`src/verilog/adc_timing_pkg.sv`:
```
package adc_timing_pkg;
  // Register indices on the plain register port
  localparam logic [3:0] A_DELAY0 = 4'h0;
  localparam logic [3:0] A_DELAY1 = 4'h1;
  localparam logic [3:0] A_CTRL0 = 4'h2;
  localparam logic [3:0] A_CTRL1 = 4'h3;
  localparam logic [3:0] A_LVL_LO = 4'h4;
  localparam logic [3:0] A_LVL_HI = 4'h5;
  localparam logic [3:0] A_ALLOW_LO = 4'h6;
  localparam logic [3:0] A_ALLOW_HI = 4'h7;
  localparam logic [3:0] A_FLAG_LO = 4'h8;
  localparam logic [3:0] A_FLAG_HI = 4'h9;
  localparam logic [3:0] A_COMMON = 4'hA;
  localparam logic [3:0] A_STATUS = 4'hB;
  localparam logic [3:0] A_IRQ_STAT = 4'hC;
  localparam logic [3:0] A_IRQ_MASK = 4'hD;
  // Field layout
  localparam int DLY_W = 10;
  localparam int CTL_W = 13;
  localparam int LEAD_LSB = 10;
  localparam int RES_LSB = 8;
  localparam int DIV_W = 7;
  localparam int SRCDIV_LSB = 8;
  localparam int SRCDIV_W = 6;
  localparam int HALF = 16;
  localparam int CH_HI_W = 10;
  localparam int CNT_W = 11;
  localparam int CCNT_W = 8;
  // Delay offset in core clock periods beyond the programmed count
  localparam logic [CNT_W-1:0] DLY_EXTRA = 11'h001;
  // Remaining count at the early tick beyond the lead field
  localparam logic [CNT_W-1:0] EARLY_OFS = 11'h002;
  // Conversion lengths in core clock periods per resolution code
  localparam logic [CNT_W-1:0] LEN_12 = 11'h00C;
  localparam logic [CNT_W-1:0] LEN_10 = 11'h00A;
  localparam logic [CNT_W-1:0] LEN_8 = 11'h008;
  localparam logic [CNT_W-1:0] LEN_6 = 11'h006;
  localparam logic [1:0] RES_12 = 2'h3;
  localparam logic [1:0] RES_10 = 2'h2;
  localparam logic [1:0] RES_8 = 2'h1;
  localparam logic [CCNT_W-1:0] MIN_PERIOD = 8'h02;
  localparam logic [15:0] RST_ZERO = 16'h0000;

  typedef enum logic [2:0] {
    S_IDLE = 3'b001,
    S_DELAY = 3'b010,
    S_CONV = 3'b100
  } core_state_t;

  typedef struct packed {
    logic [1:0][DLY_W-1:0] dly;
    logic [1:0][CTL_W-1:0] ctl;
    logic [SRCDIV_W-1:0] srcdiv;
    logic [1:0] ext_on;
    logic [25:0] lvl;
    logic [25:0] allow;
    logic [25:0] eflag;
    logic [3:0] ist;
    logic [3:0] imask;
    logic [SRCDIV_W-1:0] src_cnt;
    logic src_tick;
    logic [1:0][CCNT_W-1:0] ccnt;
    logic [1:0] ctick;
    logic [25:0] trig_prev;
    logic [25:0] chan_trig;
    logic [1:0] pend;
    core_state_t [1:0] st;
    logic [1:0][CNT_W-1:0] cnt;
    logic [1:0] conv;
    logic [1:0] ready;
    logic [1:0] early;
    logic [15:0] rdata;
    logic irq;
  } state_t;
endpackage : adc_timing_pkg

```
`src/verilog/adc_core_timing_trigger_ctrl.sv`:
```
// Our own choices: the address map and strobed register access.
`timescale 1ns/1ps
module adc_core_timing_trigger_ctrl (
  input wire logic clock, // 10 MHz system clock
  input wire logic nrst, // Asynchronous reset, active low
  input wire logic [3:0] addr, // Register index
  input wire logic [15:0] wdata, // Write data
  input wire logic wr, // Write strobe
  input wire logic rd, // Read strobe
  output logic [15:0] rdata, // Read data, cycle after rd
  input wire logic [25:0] trig_in, // Channel trigger sources
  input wire logic [25:0] ext_early, // Early events from other cores
  input wire logic [25:0] buf_read, // Result buffer read pulses
  output logic [25:0] chan_trig, // Qualified channel triggers
  output logic [1:0] core_tick, // Core clock enable pulses
  output logic [1:0] converting, // Core in conversion
  output logic [1:0] data_ready, // Conversion done pulse
  output logic [1:0] early_pulse, // Core early event pulse
  output logic [25:0] early_flag, // Early status flags
  output logic irq // Level interrupt
);
  adc_timing_pkg::state_t q;
  adc_timing_pkg::state_t next_q;

  // Core clock period in source periods, divider 0 and 1 both give two
  function automatic logic [7:0] core_period(input logic [6:0] div);
    core_period = (div < 7'h02) ? adc_timing_pkg::MIN_PERIOD : {div, 1'b0};
  endfunction : core_period

  // Conversion length for a resolution code
  function automatic logic [10:0] res_len(input logic [1:0] res);
    unique case (res)
      adc_timing_pkg::RES_12: res_len = adc_timing_pkg::LEN_12;
      adc_timing_pkg::RES_10: res_len = adc_timing_pkg::LEN_10;
      adc_timing_pkg::RES_8: res_len = adc_timing_pkg::LEN_8;
      default: res_len = adc_timing_pkg::LEN_6;
    endcase
  endfunction : res_len

  // Control word as stored, bit 7 is unimplemented and always reads zero
  function automatic logic [12:0] ctl_word(input logic [15:0] d);
    ctl_word = {d[adc_timing_pkg::CTL_W-1:adc_timing_pkg::RES_LSB], 1'b0,
                d[adc_timing_pkg::DIV_W-1:0]};
  endfunction : ctl_word

  // Next state of the whole block
  always_comb begin
    logic [25:0] ev;
    logic [3:0] iev;
    logic [2:0] lead;
    ev = '0;
    iev = '0;
    lead = '0;
    next_q = q;
    next_q.rdata = adc_timing_pkg::RST_ZERO;
    next_q.ready = '0;
    next_q.early = '0;
    next_q.ctick = '0;
    next_q.src_tick = 1'b0;
    // Register writes, upper unimplemented bits dropped
    if (wr) begin
      unique case (addr)
        adc_timing_pkg::A_DELAY0: next_q.dly[0] = wdata[adc_timing_pkg::DLY_W-1:0];
        adc_timing_pkg::A_DELAY1: next_q.dly[1] = wdata[adc_timing_pkg::DLY_W-1:0];
        adc_timing_pkg::A_CTRL0: next_q.ctl[0] = ctl_word(wdata);
        adc_timing_pkg::A_CTRL1: next_q.ctl[1] = ctl_word(wdata);
        adc_timing_pkg::A_LVL_LO: next_q.lvl[15:0] = wdata;
        adc_timing_pkg::A_LVL_HI: next_q.lvl[25:16] = wdata[adc_timing_pkg::CH_HI_W-1:0];
        adc_timing_pkg::A_ALLOW_LO: next_q.allow[15:0] = wdata;
        adc_timing_pkg::A_ALLOW_HI: next_q.allow[25:16] = wdata[adc_timing_pkg::CH_HI_W-1:0];
        adc_timing_pkg::A_FLAG_LO: next_q.eflag[15:0] = wdata;
        adc_timing_pkg::A_FLAG_HI: next_q.eflag[25:16] = wdata[adc_timing_pkg::CH_HI_W-1:0];
        adc_timing_pkg::A_COMMON: begin
          next_q.srcdiv = wdata[adc_timing_pkg::SRCDIV_LSB+:adc_timing_pkg::SRCDIV_W];
          next_q.ext_on = wdata[1:0];
        end
        adc_timing_pkg::A_IRQ_STAT: next_q.ist = q.ist & ~wdata[3:0];
        adc_timing_pkg::A_IRQ_MASK: next_q.imask = wdata[3:0];
        default: ;
      endcase
    end
    // Register reads, answered one cycle later
    if (rd) begin
      unique case (addr)
        adc_timing_pkg::A_DELAY0: next_q.rdata = {6'h00, q.dly[0]};
        adc_timing_pkg::A_DELAY1: next_q.rdata = {6'h00, q.dly[1]};
        adc_timing_pkg::A_CTRL0: next_q.rdata = {3'h0, q.ctl[0]};
        adc_timing_pkg::A_CTRL1: next_q.rdata = {3'h0, q.ctl[1]};
        adc_timing_pkg::A_LVL_LO: next_q.rdata = q.lvl[15:0];
        adc_timing_pkg::A_LVL_HI: next_q.rdata = {6'h00, q.lvl[25:16]};
        adc_timing_pkg::A_ALLOW_LO: next_q.rdata = q.allow[15:0];
        adc_timing_pkg::A_ALLOW_HI: next_q.rdata = {6'h00, q.allow[25:16]};
        adc_timing_pkg::A_FLAG_LO: next_q.rdata = q.eflag[15:0];
        adc_timing_pkg::A_FLAG_HI: next_q.rdata = {6'h00, q.eflag[25:16]};
        adc_timing_pkg::A_COMMON: next_q.rdata = {2'h0, q.srcdiv, 6'h00, q.ext_on};
        adc_timing_pkg::A_STATUS: next_q.rdata = {10'h000, q.pend, q.conv, ~q.conv};
        adc_timing_pkg::A_IRQ_STAT: next_q.rdata = {12'h000, q.ist};
        adc_timing_pkg::A_IRQ_MASK: next_q.rdata = {12'h000, q.imask};
        default: next_q.rdata = adc_timing_pkg::RST_ZERO;
      endcase
    end
    // Core source clock enable from the common divider
    if (q.src_cnt >= q.srcdiv) begin
      next_q.src_cnt = '0;
      next_q.src_tick = 1'b1;
    end else begin
      next_q.src_cnt = q.src_cnt + 6'h01;
    end
    // Trigger sensitivity per channel
    next_q.trig_prev = trig_in;
    next_q.chan_trig = (q.lvl & trig_in) | (~q.lvl & trig_in & ~q.trig_prev);
    // Per core clock divider and conversion sequencer
    for (int c = 0; c < 2; c++) begin
      if (q.src_tick) begin
        if (q.ccnt[c] >= core_period(q.ctl[c][adc_timing_pkg::DIV_W-1:0]) - 8'h01) begin
          next_q.ccnt[c] = '0;
          next_q.ctick[c] = 1'b1;
        end else begin
          next_q.ccnt[c] = q.ccnt[c] + 8'h01;
        end
      end
      lead = q.ctl[c][adc_timing_pkg::LEAD_LSB+:3];
      if (q.st[c] == adc_timing_pkg::S_IDLE && q.chan_trig[c]) begin
        next_q.pend[c] = 1'b1;
      end
      if (q.ctick[c]) begin
        unique case (q.st[c])
          adc_timing_pkg::S_IDLE: begin
            if (q.pend[c]) begin
              next_q.pend[c] = 1'b0;
              if (q.ext_on[c]) begin
                next_q.st[c] = adc_timing_pkg::S_DELAY;
                next_q.cnt[c] = {1'b0, q.dly[c]} + adc_timing_pkg::DLY_EXTRA;
              end else begin
                next_q.st[c] = adc_timing_pkg::S_CONV;
                next_q.conv[c] = 1'b1;
                next_q.cnt[c] = res_len(q.ctl[c][adc_timing_pkg::RES_LSB+:2]);
              end
            end
          end
          adc_timing_pkg::S_DELAY: begin
            if (q.cnt[c] <= 11'h001) begin
              next_q.st[c] = adc_timing_pkg::S_CONV;
              next_q.conv[c] = 1'b1;
              next_q.cnt[c] = res_len(q.ctl[c][adc_timing_pkg::RES_LSB+:2]);
            end else begin
              next_q.cnt[c] = q.cnt[c] - 11'h001;
            end
          end
          adc_timing_pkg::S_CONV: begin
            // Early point counted in core periods before ready
            if (q.cnt[c] == {8'h00, lead} + adc_timing_pkg::EARLY_OFS) begin
              next_q.early[c] = 1'b1;
            end
            if (q.cnt[c] <= 11'h001) begin
              next_q.st[c] = adc_timing_pkg::S_IDLE;
              next_q.conv[c] = 1'b0;
              next_q.ready[c] = 1'b1;
            end else begin
              next_q.cnt[c] = q.cnt[c] - 11'h001;
            end
          end
          default: next_q.st[c] = adc_timing_pkg::S_IDLE;
        endcase
      end
    end
    // Early status: buffer read clears, a new event wins
    ev = ext_early | {24'h000000, q.early};
    next_q.eflag = (next_q.eflag & ~buf_read) | (ev & q.allow);
    // Sticky interrupt status, set wins over write-one clear
    iev = {q.ready, q.early};
    next_q.ist = next_q.ist | iev;
    next_q.irq = |(next_q.ist & q.imask);
  end

  // State register
  always_ff @(posedge clock or negedge nrst) begin
    if (!nrst) begin
      q <= '{st: {adc_timing_pkg::S_IDLE, adc_timing_pkg::S_IDLE}, default: '0};
    end else begin
      q <= next_q;
    end
  end

  // Outputs straight from the state register
  assign rdata = q.rdata;
  assign chan_trig = q.chan_trig;
  assign core_tick = q.ctick;
  assign converting = q.conv;
  assign data_ready = q.ready;
  assign early_pulse = q.early;
  assign early_flag = q.eflag;
  assign irq = q.irq;

  // Checks on the core sequencers
  for (genvar c = 0; c < 2; c++) begin : g_chk

  end
endmodule : adc_core_timing_trigger_ctrl

```
`config.mk`:
```
export PLATFORM = sky130hd
export DESIGN_NAME = adc_core_timing_trigger_ctrl
export DESIGN_NICKNAME = d
export VERILOG_FILES = /design/src/verilog/adc_timing_pkg.sv /design/src/verilog/adc_core_timing_trigger_ctrl.sv
export SDC_FILE = /design/constraint.sdc
export NUM_CORES = 1
export LEC_CHECK = 0
export ABC_AREA = 0
export BUFFER_PORTS_ARGS = -buffer_cell sky130_fd_sc_hd__buf_2
export CAP_MARGIN = 10
export CORE_MARGIN = 5
export CORE_UTILIZATION = 50
export CTS_BUF_LIST = sky130_fd_sc_hd__clkbuf_8
export CTS_CLUSTER_SIZE = 20
export DETAILED_ROUTE_END_ITERATION = 10
export PLACE_DENSITY = 0.71
export RECOVER_POWER = 100
export SLEW_MARGIN = 15
export SYNTH_ARGS = -nofsm -noshare
export SYNTH_HDL_FRONTEND = slang
export SYNTH_SLANG_ARGS = --single-unit
export TNS_END_PERCENT = 50
```
`constraint.sdc`:
```
create_clock -name clock -period 3 [get_ports clock]
set_input_delay 0.15 -clock clock [delete_from_list [all_inputs] [get_ports clock]]
set_output_delay 0.15 -clock clock [all_outputs]
set_load 0.01 [all_outputs]
```
==> results of run 1 <==
cells in the mapped netlist (3+ instances only):
| master | n | area share |
|---|---|---|
| nor2b_1 | 14 | 0.0063 |
| nand3_1 | 34 | 0.012 |
| xor2_1 | 28 | 0.018 |
| nand2b_1 | 10 | 0.0045 |
| nor2_1 | 54 | 0.015 |
| nand2_1 | 119 | 0.032 |
| a21o_1 | 9 | 0.0049 |
| mux4_2 | 4 | 0.0065 |
| and4_1 | 4 | 0.0025 |
| and2_1 | 4 | 0.0018 |
| o22ai_1 | 23 | 0.010 |
| nor4_1 | 11 | 0.0050 |
| nand4b_1 | 3 | 0.0019 |
| nor3_1 | 18 | 0.0065 |
| o31ai_1 | 4 | 0.0022 |
| xnor2_1 | 19 | 0.012 |
| a21boi_0 | 28 | 0.015 |
| dfrtp_1 | 266 | 0.48 |
| nor3b_1 | 5 | 0.0027 |
| mux2i_1 | 38 | 0.027 |
| or4_1 | 3 | 0.0016 |
| nand4_1 | 9 | 0.0041 |
| a221oi_1 | 15 | 0.0095 |
| a21oi_1 | 34 | 0.012 |
| a22o_1 | 9 | 0.0057 |
| clkbuf_1 | 22 | 0.0059 |
| a31oi_1 | 10 | 0.0045 |
| a32oi_1 | 8 | 0.0050 |
| a211oi_1 | 7 | 0.0038 |
| and3_1 | 12 | 0.0054 |
| a22oi_1 | 18 | 0.0097 |
| inv_1 | 72 | 0.019 |
| ha_1 | 37 | 0.033 |
| a222oi_1 | 7 | 0.0050 |
| o211ai_1 | 6 | 0.0032 |
| o32ai_1 | 5 | 0.0032 |
| o21ai_0 | 73 | 0.026 |
| buf_4 | 83 | 0.045 |
| buf_2 | 21 | 0.0076 |
| mux2_2 | 105 | 0.085 |
kinds of logic after synthesis:
logic type,after synthesis,synth area share
DFF,268,0.483
muxes,147,0.119
and+or+nand+nor,318,0.113
xor gates and xnor gates,47,0.0296
adders and majority gates,37,0.0333
buffers and inverters,203,0.0799
AOI/OAI and AO/OA,285,0.142
worst max-delay path, delay by kind of cell:
kind            cells  cell delay, ps
compound gates      3             870
buf+inv             3            1700
simple gates        2             560
final timing paths:
path / end / slack [ps] / depth (start not counted)
max: rdata[3] / 130 / 8
min: q[207] / 180 / 5
max reg2reg: q[110] / 140 / 13
min reg2reg: chan_trig[2] / 420 / 1
max in group asynchronous: q[241] / 890 / 3
min in group asynchronous: q[81] / 200 / 2
layout make-up:
cell class	instances	area [um2]
Fill cell	2348	11200
Sequential cell	268	6710
Multi-Input combinational cell	834	6110
Timing Repair Buffer	308	1940
Clock buffer	59	812
Tap cell	378	473
Inverter	72	270
Clock inverter	19	141
layer usage:
| layer | routed length [um] | vias to the layer above | global-route usage |
|---|---|---|---|
| met4 | 1990 | 2 | 0.111 |
| met3 | 3540 | 135 | 0.0558 |
| met1 | 16600 | 5619 | 0.350 |
| met5 | 13 | - | 0 |
| li1 | - | 5074 | - |
| met2 | 19300 | 563 | 0.413 |
state kept, by name, indices dropped and copies added (netlist names):
| name | cells |
|---|---|
| converting | 2 |
| data_ready | 2 |
| rdata | 16 |
| core_tick | 2 |
| q | 191 |
| early_pulse | 2 |
| early_flag | 26 |
| irq | 1 |
| chan_trig | 26 |
cells in the final DEF, fill, tap and decap left out, drive strengths merged, types with 38 or more instances in the layout:
cell type    netlist  layout
mux2i             38      38
dfrtp            266     266
clkbuf            24     174
o21ai             74      74
nor2              54      54
dlygate4sd3        0      95
mux2             105     105
nand2            122     122
buf              107      98
inv               72      83
stage by stage:
stage	util	power, mW	setup TNS (ps)
final	0.596	13.1	0
after global routing	0.596	13.9	-93.1
after CTS	0.600	13.0	0
after detailed placement	0.530	9.40	-92.9
after global placement	0.530	9.26	0
after floorplan	-	8.23	0
power groups by stage:
| stage | Sequential [mW] | Combinational (mW) | Clock, mW |
|---|---|---|---|
| floorplan | 4.91 | 3.32 | 0 |
| global placement | 5.35 | 3.91 | 0 |
| detailed placement | 5.38 | 4.02 | 0 |
| CTS | 5.33 | 4.23 | 3.47 |
| global route | 5.46 | 4.78 | 3.64 |
| finish | 5.38 | 4.30 | 3.41 |
timing repair:
action / in CTS / in global routing
endpoints found under the setup margin: 3 / 18
gates resized for setup: 2 / 12
pin swaps: 2 / 9
hold buffers: 95 / 0
buffers inserted: 2 / 6
hold endpoints to repair: 224 / 0
==> key figures, run 1 <==
Floorplan
  • Num rows: 61
  • Height of the die: about 180 um
  • Initial core utilization: 0.503
  • Area of the placeable core: around 0.028 mm2
  • Number of top-level design ports: between 150 and 200
  • Floorplan die area: between 0.03 and 0.04 mm2
  • Horizontal die dimension: ~180 um

Setup path
  • Worst reg2reg path startpoint: q[227]
  • Critical path launch point: addr[3]
  • Critical Path Sink Type: flip-flop
  • Largest incremental delay on the critical path: between 1000 and 1500 ps
  • Critical Path Start Type: input port
  • Worst Path Arrival: between 3000 and 4000 ps
  • Slowest cell on the critical path: clkbuf_1
  • Cell occurring most often along the worst timing path: clkbuf_1
  • Data required time at the worst endpoint: roughly 3400 ps
  • Critical path type: input port to flip-flop
  • Worst Path Max Fanout: 24
  • Ordered cell list for the critical path: clkbuf_1 -> clkbuf_1 -> nor2_1 -> and2_0 -> clkbuf_2 -> a221o_1 -> a211oi_1 -> a21oi_1

Hold path
  • Worst Min Path Start: wr
  • HP Class: input port to flip-flop

Route
  • Vias: about 11000
  • DRC violation total after the first TritonRoute iteration: 1188
  • Number of nets still failing antenna checks after routing: 0
  • Final wirelength: between 40 and 50 mm
  • Count of unresolved DRC violations after routing: 0
  • Number of detailed-routing iterations run before antenna repair: 6
  • Vias per Instance: a little under 6
  • DR WL/cell: between 20 and 25 um

Synthesis
  • Count of yosys warnings during synthesis: 0
  • Post-synthesis instance area: approximately 0.014 mm2
  • Register bit total from synthesis: 268
  • Most common flop cell mapped by yosys: dfrtp_1
  • Cells after Synth: between 1000 and 1500
  • Synthesized area per cell: 10.6 um2
  • Net count after synthesis: 1444
  • Unique masters post-synth: slightly below 80
  • Fraction of synthesis flops using an asynchronous set or reset pin: 1.00
  • EDFF count, synth: 0
  • Share of synthesized area occupied by flip-flops and latches: 0.483

Placed design
  • Cell count after placement: roughly 1800
  • Final weighted congestion of routability-driven global placement: 0.935
  • Port-buffer cells: 178
  • Area after DPL: 0.0146 mm2
  • Post-DP HPWL: about 29 mm
  • Pre-CTS WS: -87.9 ps

Timing
  • Slew Limit Headroom: 0.0362
  • Count of endpoints failing hold in the final timing report: 0
  • Achievable frequency: around 350 MHz
  • Final setup fails: 0
  • Min Clock Period, post-route: 2870 ps
  • Worst hold slack: between 150 and 200 ps
  • Share of the clock period used by the worst path after layout: 0.956
  • Setup slack of the critical path after layout: about 130 ps
  • Final Max Slew Viols: 0
  • Post-Route Skew: 22.0 ps
  • Least-Margin Pin Slew: ~1400 ps

Final layout
  • Area growth syn-to-layout: 18.5%
  • Post-layout nets: around 1700
  • N_diodes: 0
  • Design Area, Final: 0.0165 mm2
  • Proportion of layout cells with a drive suffix above 1: 0.194
  • Non-Filler Instances: 1938

GRT
  • Global-route wire length before repair: around 64 mm
  • Number of antenna violations at the first check in global routing: 1
  • Remaining global-route overflow: 0
  • Via count of the first global-routing pass: approximately 11000
  • Pin count of the biggest net entering global routing: between 100 and 150
  • GRT Overall Usage: 0.261

CTS
  • Number of H-tree levels: 2
  • Clock Latency Late Sink: 590 ps
  • Deepest clock path buffer count: 3
  • Root Buffer Master: clkbuf_8
  • Inserted Clock Buffers: 45
  • Number of clock sinks seen by CTS: between 200 and 300
  • Clock edge transition at the registers on the reported setup and hold paths: approximately 60 ps
  • CTS tree: done

Pwr
  • Net load switching power: ~5.0 mW
  • Power Dens Cells: just under 800 mW/mm2
  • Share of total power in sequential cells: 0.411
  • Comb pwr share: 0.329
  • Share of power burned in the clock network: 0.260
  • Internal cell power: slightly above 8 mW
  • P_leak: about 7.5 nW
  • VDD IR-drop max: about 0.00044 V
  • Sw Share: 0.379

Run
  • Max-capacitance violation count: 0

Outcome
  • Status: finished, final reports clean
(Power assumes the default switching activity.)
==> run 2, diff against run 1 <==
--- a/config.mk
+++ b/config.mk
@@ -6,7 +6,7 @@
 export NUM_CORES = 1
 export LEC_CHECK = 0
 export ABC_AREA = 0
-export BUFFER_PORTS_ARGS = -buffer_cell sky130_fd_sc_hd__buf_2
+export BUFFER_PORTS_ARGS = -buffer_cell sky130_fd_sc_hd__buf_4
 export CAP_MARGIN = 10
 export CORE_MARGIN = 5
 export CORE_UTILIZATION = 50
==> run 2 against run 1 <==
The flow now finishes with violations (max-capacitance violations, max-slew violations). Setup slack worse by 15 ps. Worst hold slack got worse by 140 ps. Critical path type unchanged. Critical endpoint is now q[179]. Highest routed layer is now met4. Flip-flop and latch count stayed put. Cell count is 0.41% higher. Largest power group unchanged. Die area unchanged. Utilization rose by 0.88 points.
==> key figures, run 2 (synthesis gave the netlist of run 1 again) <==
Route
  • Count of unresolved DRC violations after routing: 0 (unchanged)
  • DRC violation total after the first TritonRoute iteration: 1371 (+15%)
  • Number of detailed-routing iterations run before antenna repair: 6 (unchanged)
  • Final wirelength: 41.5 mm (about the same)
  • Vias per Instance: 5.79 (-1.5%)
  • Vias: 11300 (-1.0%)
  • Number of nets still failing antenna checks after routing: 0 (unchanged)
  • DR WL/cell: 21.3 um (-0.35%)

CTS
  • Root Buffer Master: clkbuf_8
  • Inserted Clock Buffers: 46 (+2.2%)
  • Number of clock sinks seen by CTS: 268 (unchanged)
  • Clock edge transition at the registers on the reported setup and hold paths: 60 ps (about the same)
  • CTS tree: done
  • Deepest clock path buffer count: 3 (unchanged)
  • Clock Latency Late Sink: 590 ps (about the same)
  • Number of H-tree levels: 2 (unchanged)

Final layout
  • Area growth syn-to-layout: 20.3%
  • Non-Filler Instances: 1946 (+0.41%)
  • Most frequent cells in the layout: dfrtp_1 (262), nand2_1 (120), mux2_2 (105), dlygate4sd3_1 (95), buf_4 (94)
  • Post-layout nets: 1671 (+0.18%)
  • Number of flip-flops under the largest register name: 191 (unchanged)
  • Most flop-heavy register: q
  • Proportion of layout cells with a drive suffix above 1: 0.205 (+0.0105)
  • Design Area, Final: 0.0167 mm2 (+1.5%)
  • N_diodes: 0 (unchanged)
  • Most frequent standard cell in the layout excluding fill and tap cells: dfrtp_1

Placed design
  • Cell count after placement: 1762 (+0.28%)
  • Post-DP HPWL: 28.9 mm (+1.4%)
  • Final weighted congestion of routability-driven global placement: 0.997 (+6.6%)
  • Port-buffer cells: 178 (unchanged)
  • Area after DPL: 0.0151 mm2 (+3.3%)

GRT
  • Remaining global-route overflow: 0 (unchanged)
  • GRT Overall Usage: 0.264 (+0.00368)
  • Global-route wire length before repair: 64.6 mm (+1.4%)
  • Pin count of the biggest net entering global routing: 79 (-22%)
  • Number of antenna violations at the first check in global routing: 0 (-1)
  • Via count of the first global-routing pass: 11400 (+1.2%)

Pwr
  • Internal cell power: 8.08 mW (-0.49%)
  • Share of total power in sequential cells: 0.410 (about the same)
  • P_leak: 7.65 nW (+1.9%)
  • Comb pwr share: 0.336 (+0.007)
  • Share of power burned in the clock network: 0.254 (-0.006)
  • Sw Share: 0.381 (+0.00114)
  • Power Dens Cells: 781 mW/mm2 (-1.8%)
  • VDD IR-drop max: 0.000437 V (-0.17%)
  • Net load switching power: 4.97 mW (about the same)

Timing
  • Setup repair after global routing missed its margin: false
  • Post-Route Skew: 27.2 ps (+5.18 ps)
  • Share of the clock period used by the worst path after layout: 0.961 (+0.00495)
  • Slew Limit Headroom: -0.367 (-0.404)
  • Min Clock Period, post-route: 2880 ps (+14.8 ps)
  • Final Max Slew Viols: 77 (+77)
  • Count of endpoints failing hold in the final timing report: 0 (unchanged)
  • Final setup fails: 0 (unchanged)
  • Achievable frequency: 347 MHz (-0.51%)
  • Least-Margin Pin Slew: 2050 ps (+609 ps)

Floorplan
  • Horizontal die dimension: 177 um (unchanged)
  • Area of the placeable core: 0.0276 mm2 (unchanged)
  • Height of the die: 177 um (unchanged)
  • Initial core utilization: 0.503 (unchanged)
  • Floorplan die area: 0.0312 mm2 (unchanged)
  • Num rows: 61 (unchanged)
  • Number of top-level design ports: 179 (unchanged)

Setup path
  • Critical path type: input port to flip-flop
  • Slowest cell on the critical path: nand2_1
  • Worst Path Arrival: 3340 ps (+70 ps)
  • Family with the most delay on the worst path: buffers and inverters
  • Data required time at the worst endpoint: 3460 ps (+60 ps)
  • Worst Path Max Fanout: 16 (-33%)
  • Cell occurring most often along the worst timing path: clkbuf_1
  • Critical Path Sink Type: flip-flop
  • Largest incremental delay on the critical path: 660 ps (-390 ps)
  • Ordered cell list for the critical path: clkbuf_1 -> nor2b_1 -> clkbuf_1 -> and2_0 -> clkbuf_1 -> nand2_1 -> mux2_2
  • Critical Path Start Type: input port
  • Bufs and invs on worst path: 3 (unchanged)

Outcome
  • Status: finished with violations
  • Violations in the final reports: max-capacitance violations, max-slew violations

Hold path
  • HP Class: input port to flip-flop

Run
  • Max-capacitance violation count: 1 (+1)
## run 2: cell types whose count changed in the layout (fill, tap and decap cells not counted), moves of 8 or more
cell	change
buf_2	-79
clkbuf_1	-19
inv_1	+8
clkbuf_4	+25
buf_4	+76
## run 2: worst paths after layout
| path | slack, ps | cells after the start | from | endpoint |
|---|---|---|---|---|
| setup reg to reg | 200 | 13 | q[226] | q[110] |
| hold reg to reg | 420 | 1 | q[82] | chan_trig[3] |
| setup / recovery | 120 | 7 | addr[1] | q[179] |
| max in group asynchronous | 550 | 3 | nrst | q[198] |
| hold / removal | 50 | 4 | addr[2] | rdata[12] |
| min in group asynchronous | 690 | 2 | nrst | q[29] |
## run 2: tightest hold or removal path, delay by kind of cell
family / cells / cell delay [ps]
AO/OA/AOI/OAI: 2 / 170
buffers and inverters: 1 / 170
AND/OR/NAND/NOR: 1 / 70
## run 2: routing by layer
metal	global-route usage	part of all wire
met1	0.366	0.41
met2	0.418	0.47
met3	0.0536	0.090
met4	0.0919	0.035
met5	0	0
## run 2: metrics by stage
stage          power, mW  worst slack [ps]  hold WS (ps)  TNS, ps   util
2_1_floorplan       8.23               278          -146        0      -
3_3_place_gp        9.50               118           185        0  0.548
3_5_place_dp        9.61            -0.354           178   -0.354  0.548
4_1_cts             13.1              38.6          6.53        0  0.616
5_1_grt             13.9              14.6          82.9        0  0.605
6_report            13.1               116          45.9        0  0.605
## run 2: power by group through the flow
stage | Clock (mW) | Combinational (mW) | Sequential, mW
after floorplan | 0 | 3.32 | 4.91
after detailed placement | 0 | 4.23 | 5.38
after global placement | 0 | 4.14 | 5.36
final | 3.32 | 4.38 | 5.35
after CTS | 3.38 | 4.42 | 5.32
after global routing | 3.56 | 4.88 | 5.44
## run 2: cell type report
| cell class | count | area (um2) |
|---|---|---|
| fillers | 2353 | 10900 |
| multi-input cells | 834 | 6070 |
| well taps | 378 | 473 |
| repair buffers | 310 | 2250 |
| flip-flops and latches | 268 | 6710 |
| clock buffers | 59 | 812 |
| inverters | 72 | 270 |
| clock inverters | 25 | 123 |
## run 2: what timing repair did
action / in CTS / in global routing
pin swaps: 0 / 7
endpoints found under the hold margin: 261 / 0
endpoints found under the setup margin: 2 / 18
gates resized for setup: 1 / 14
hold buffers: 95 / 0
setup buffers: 0 / 5
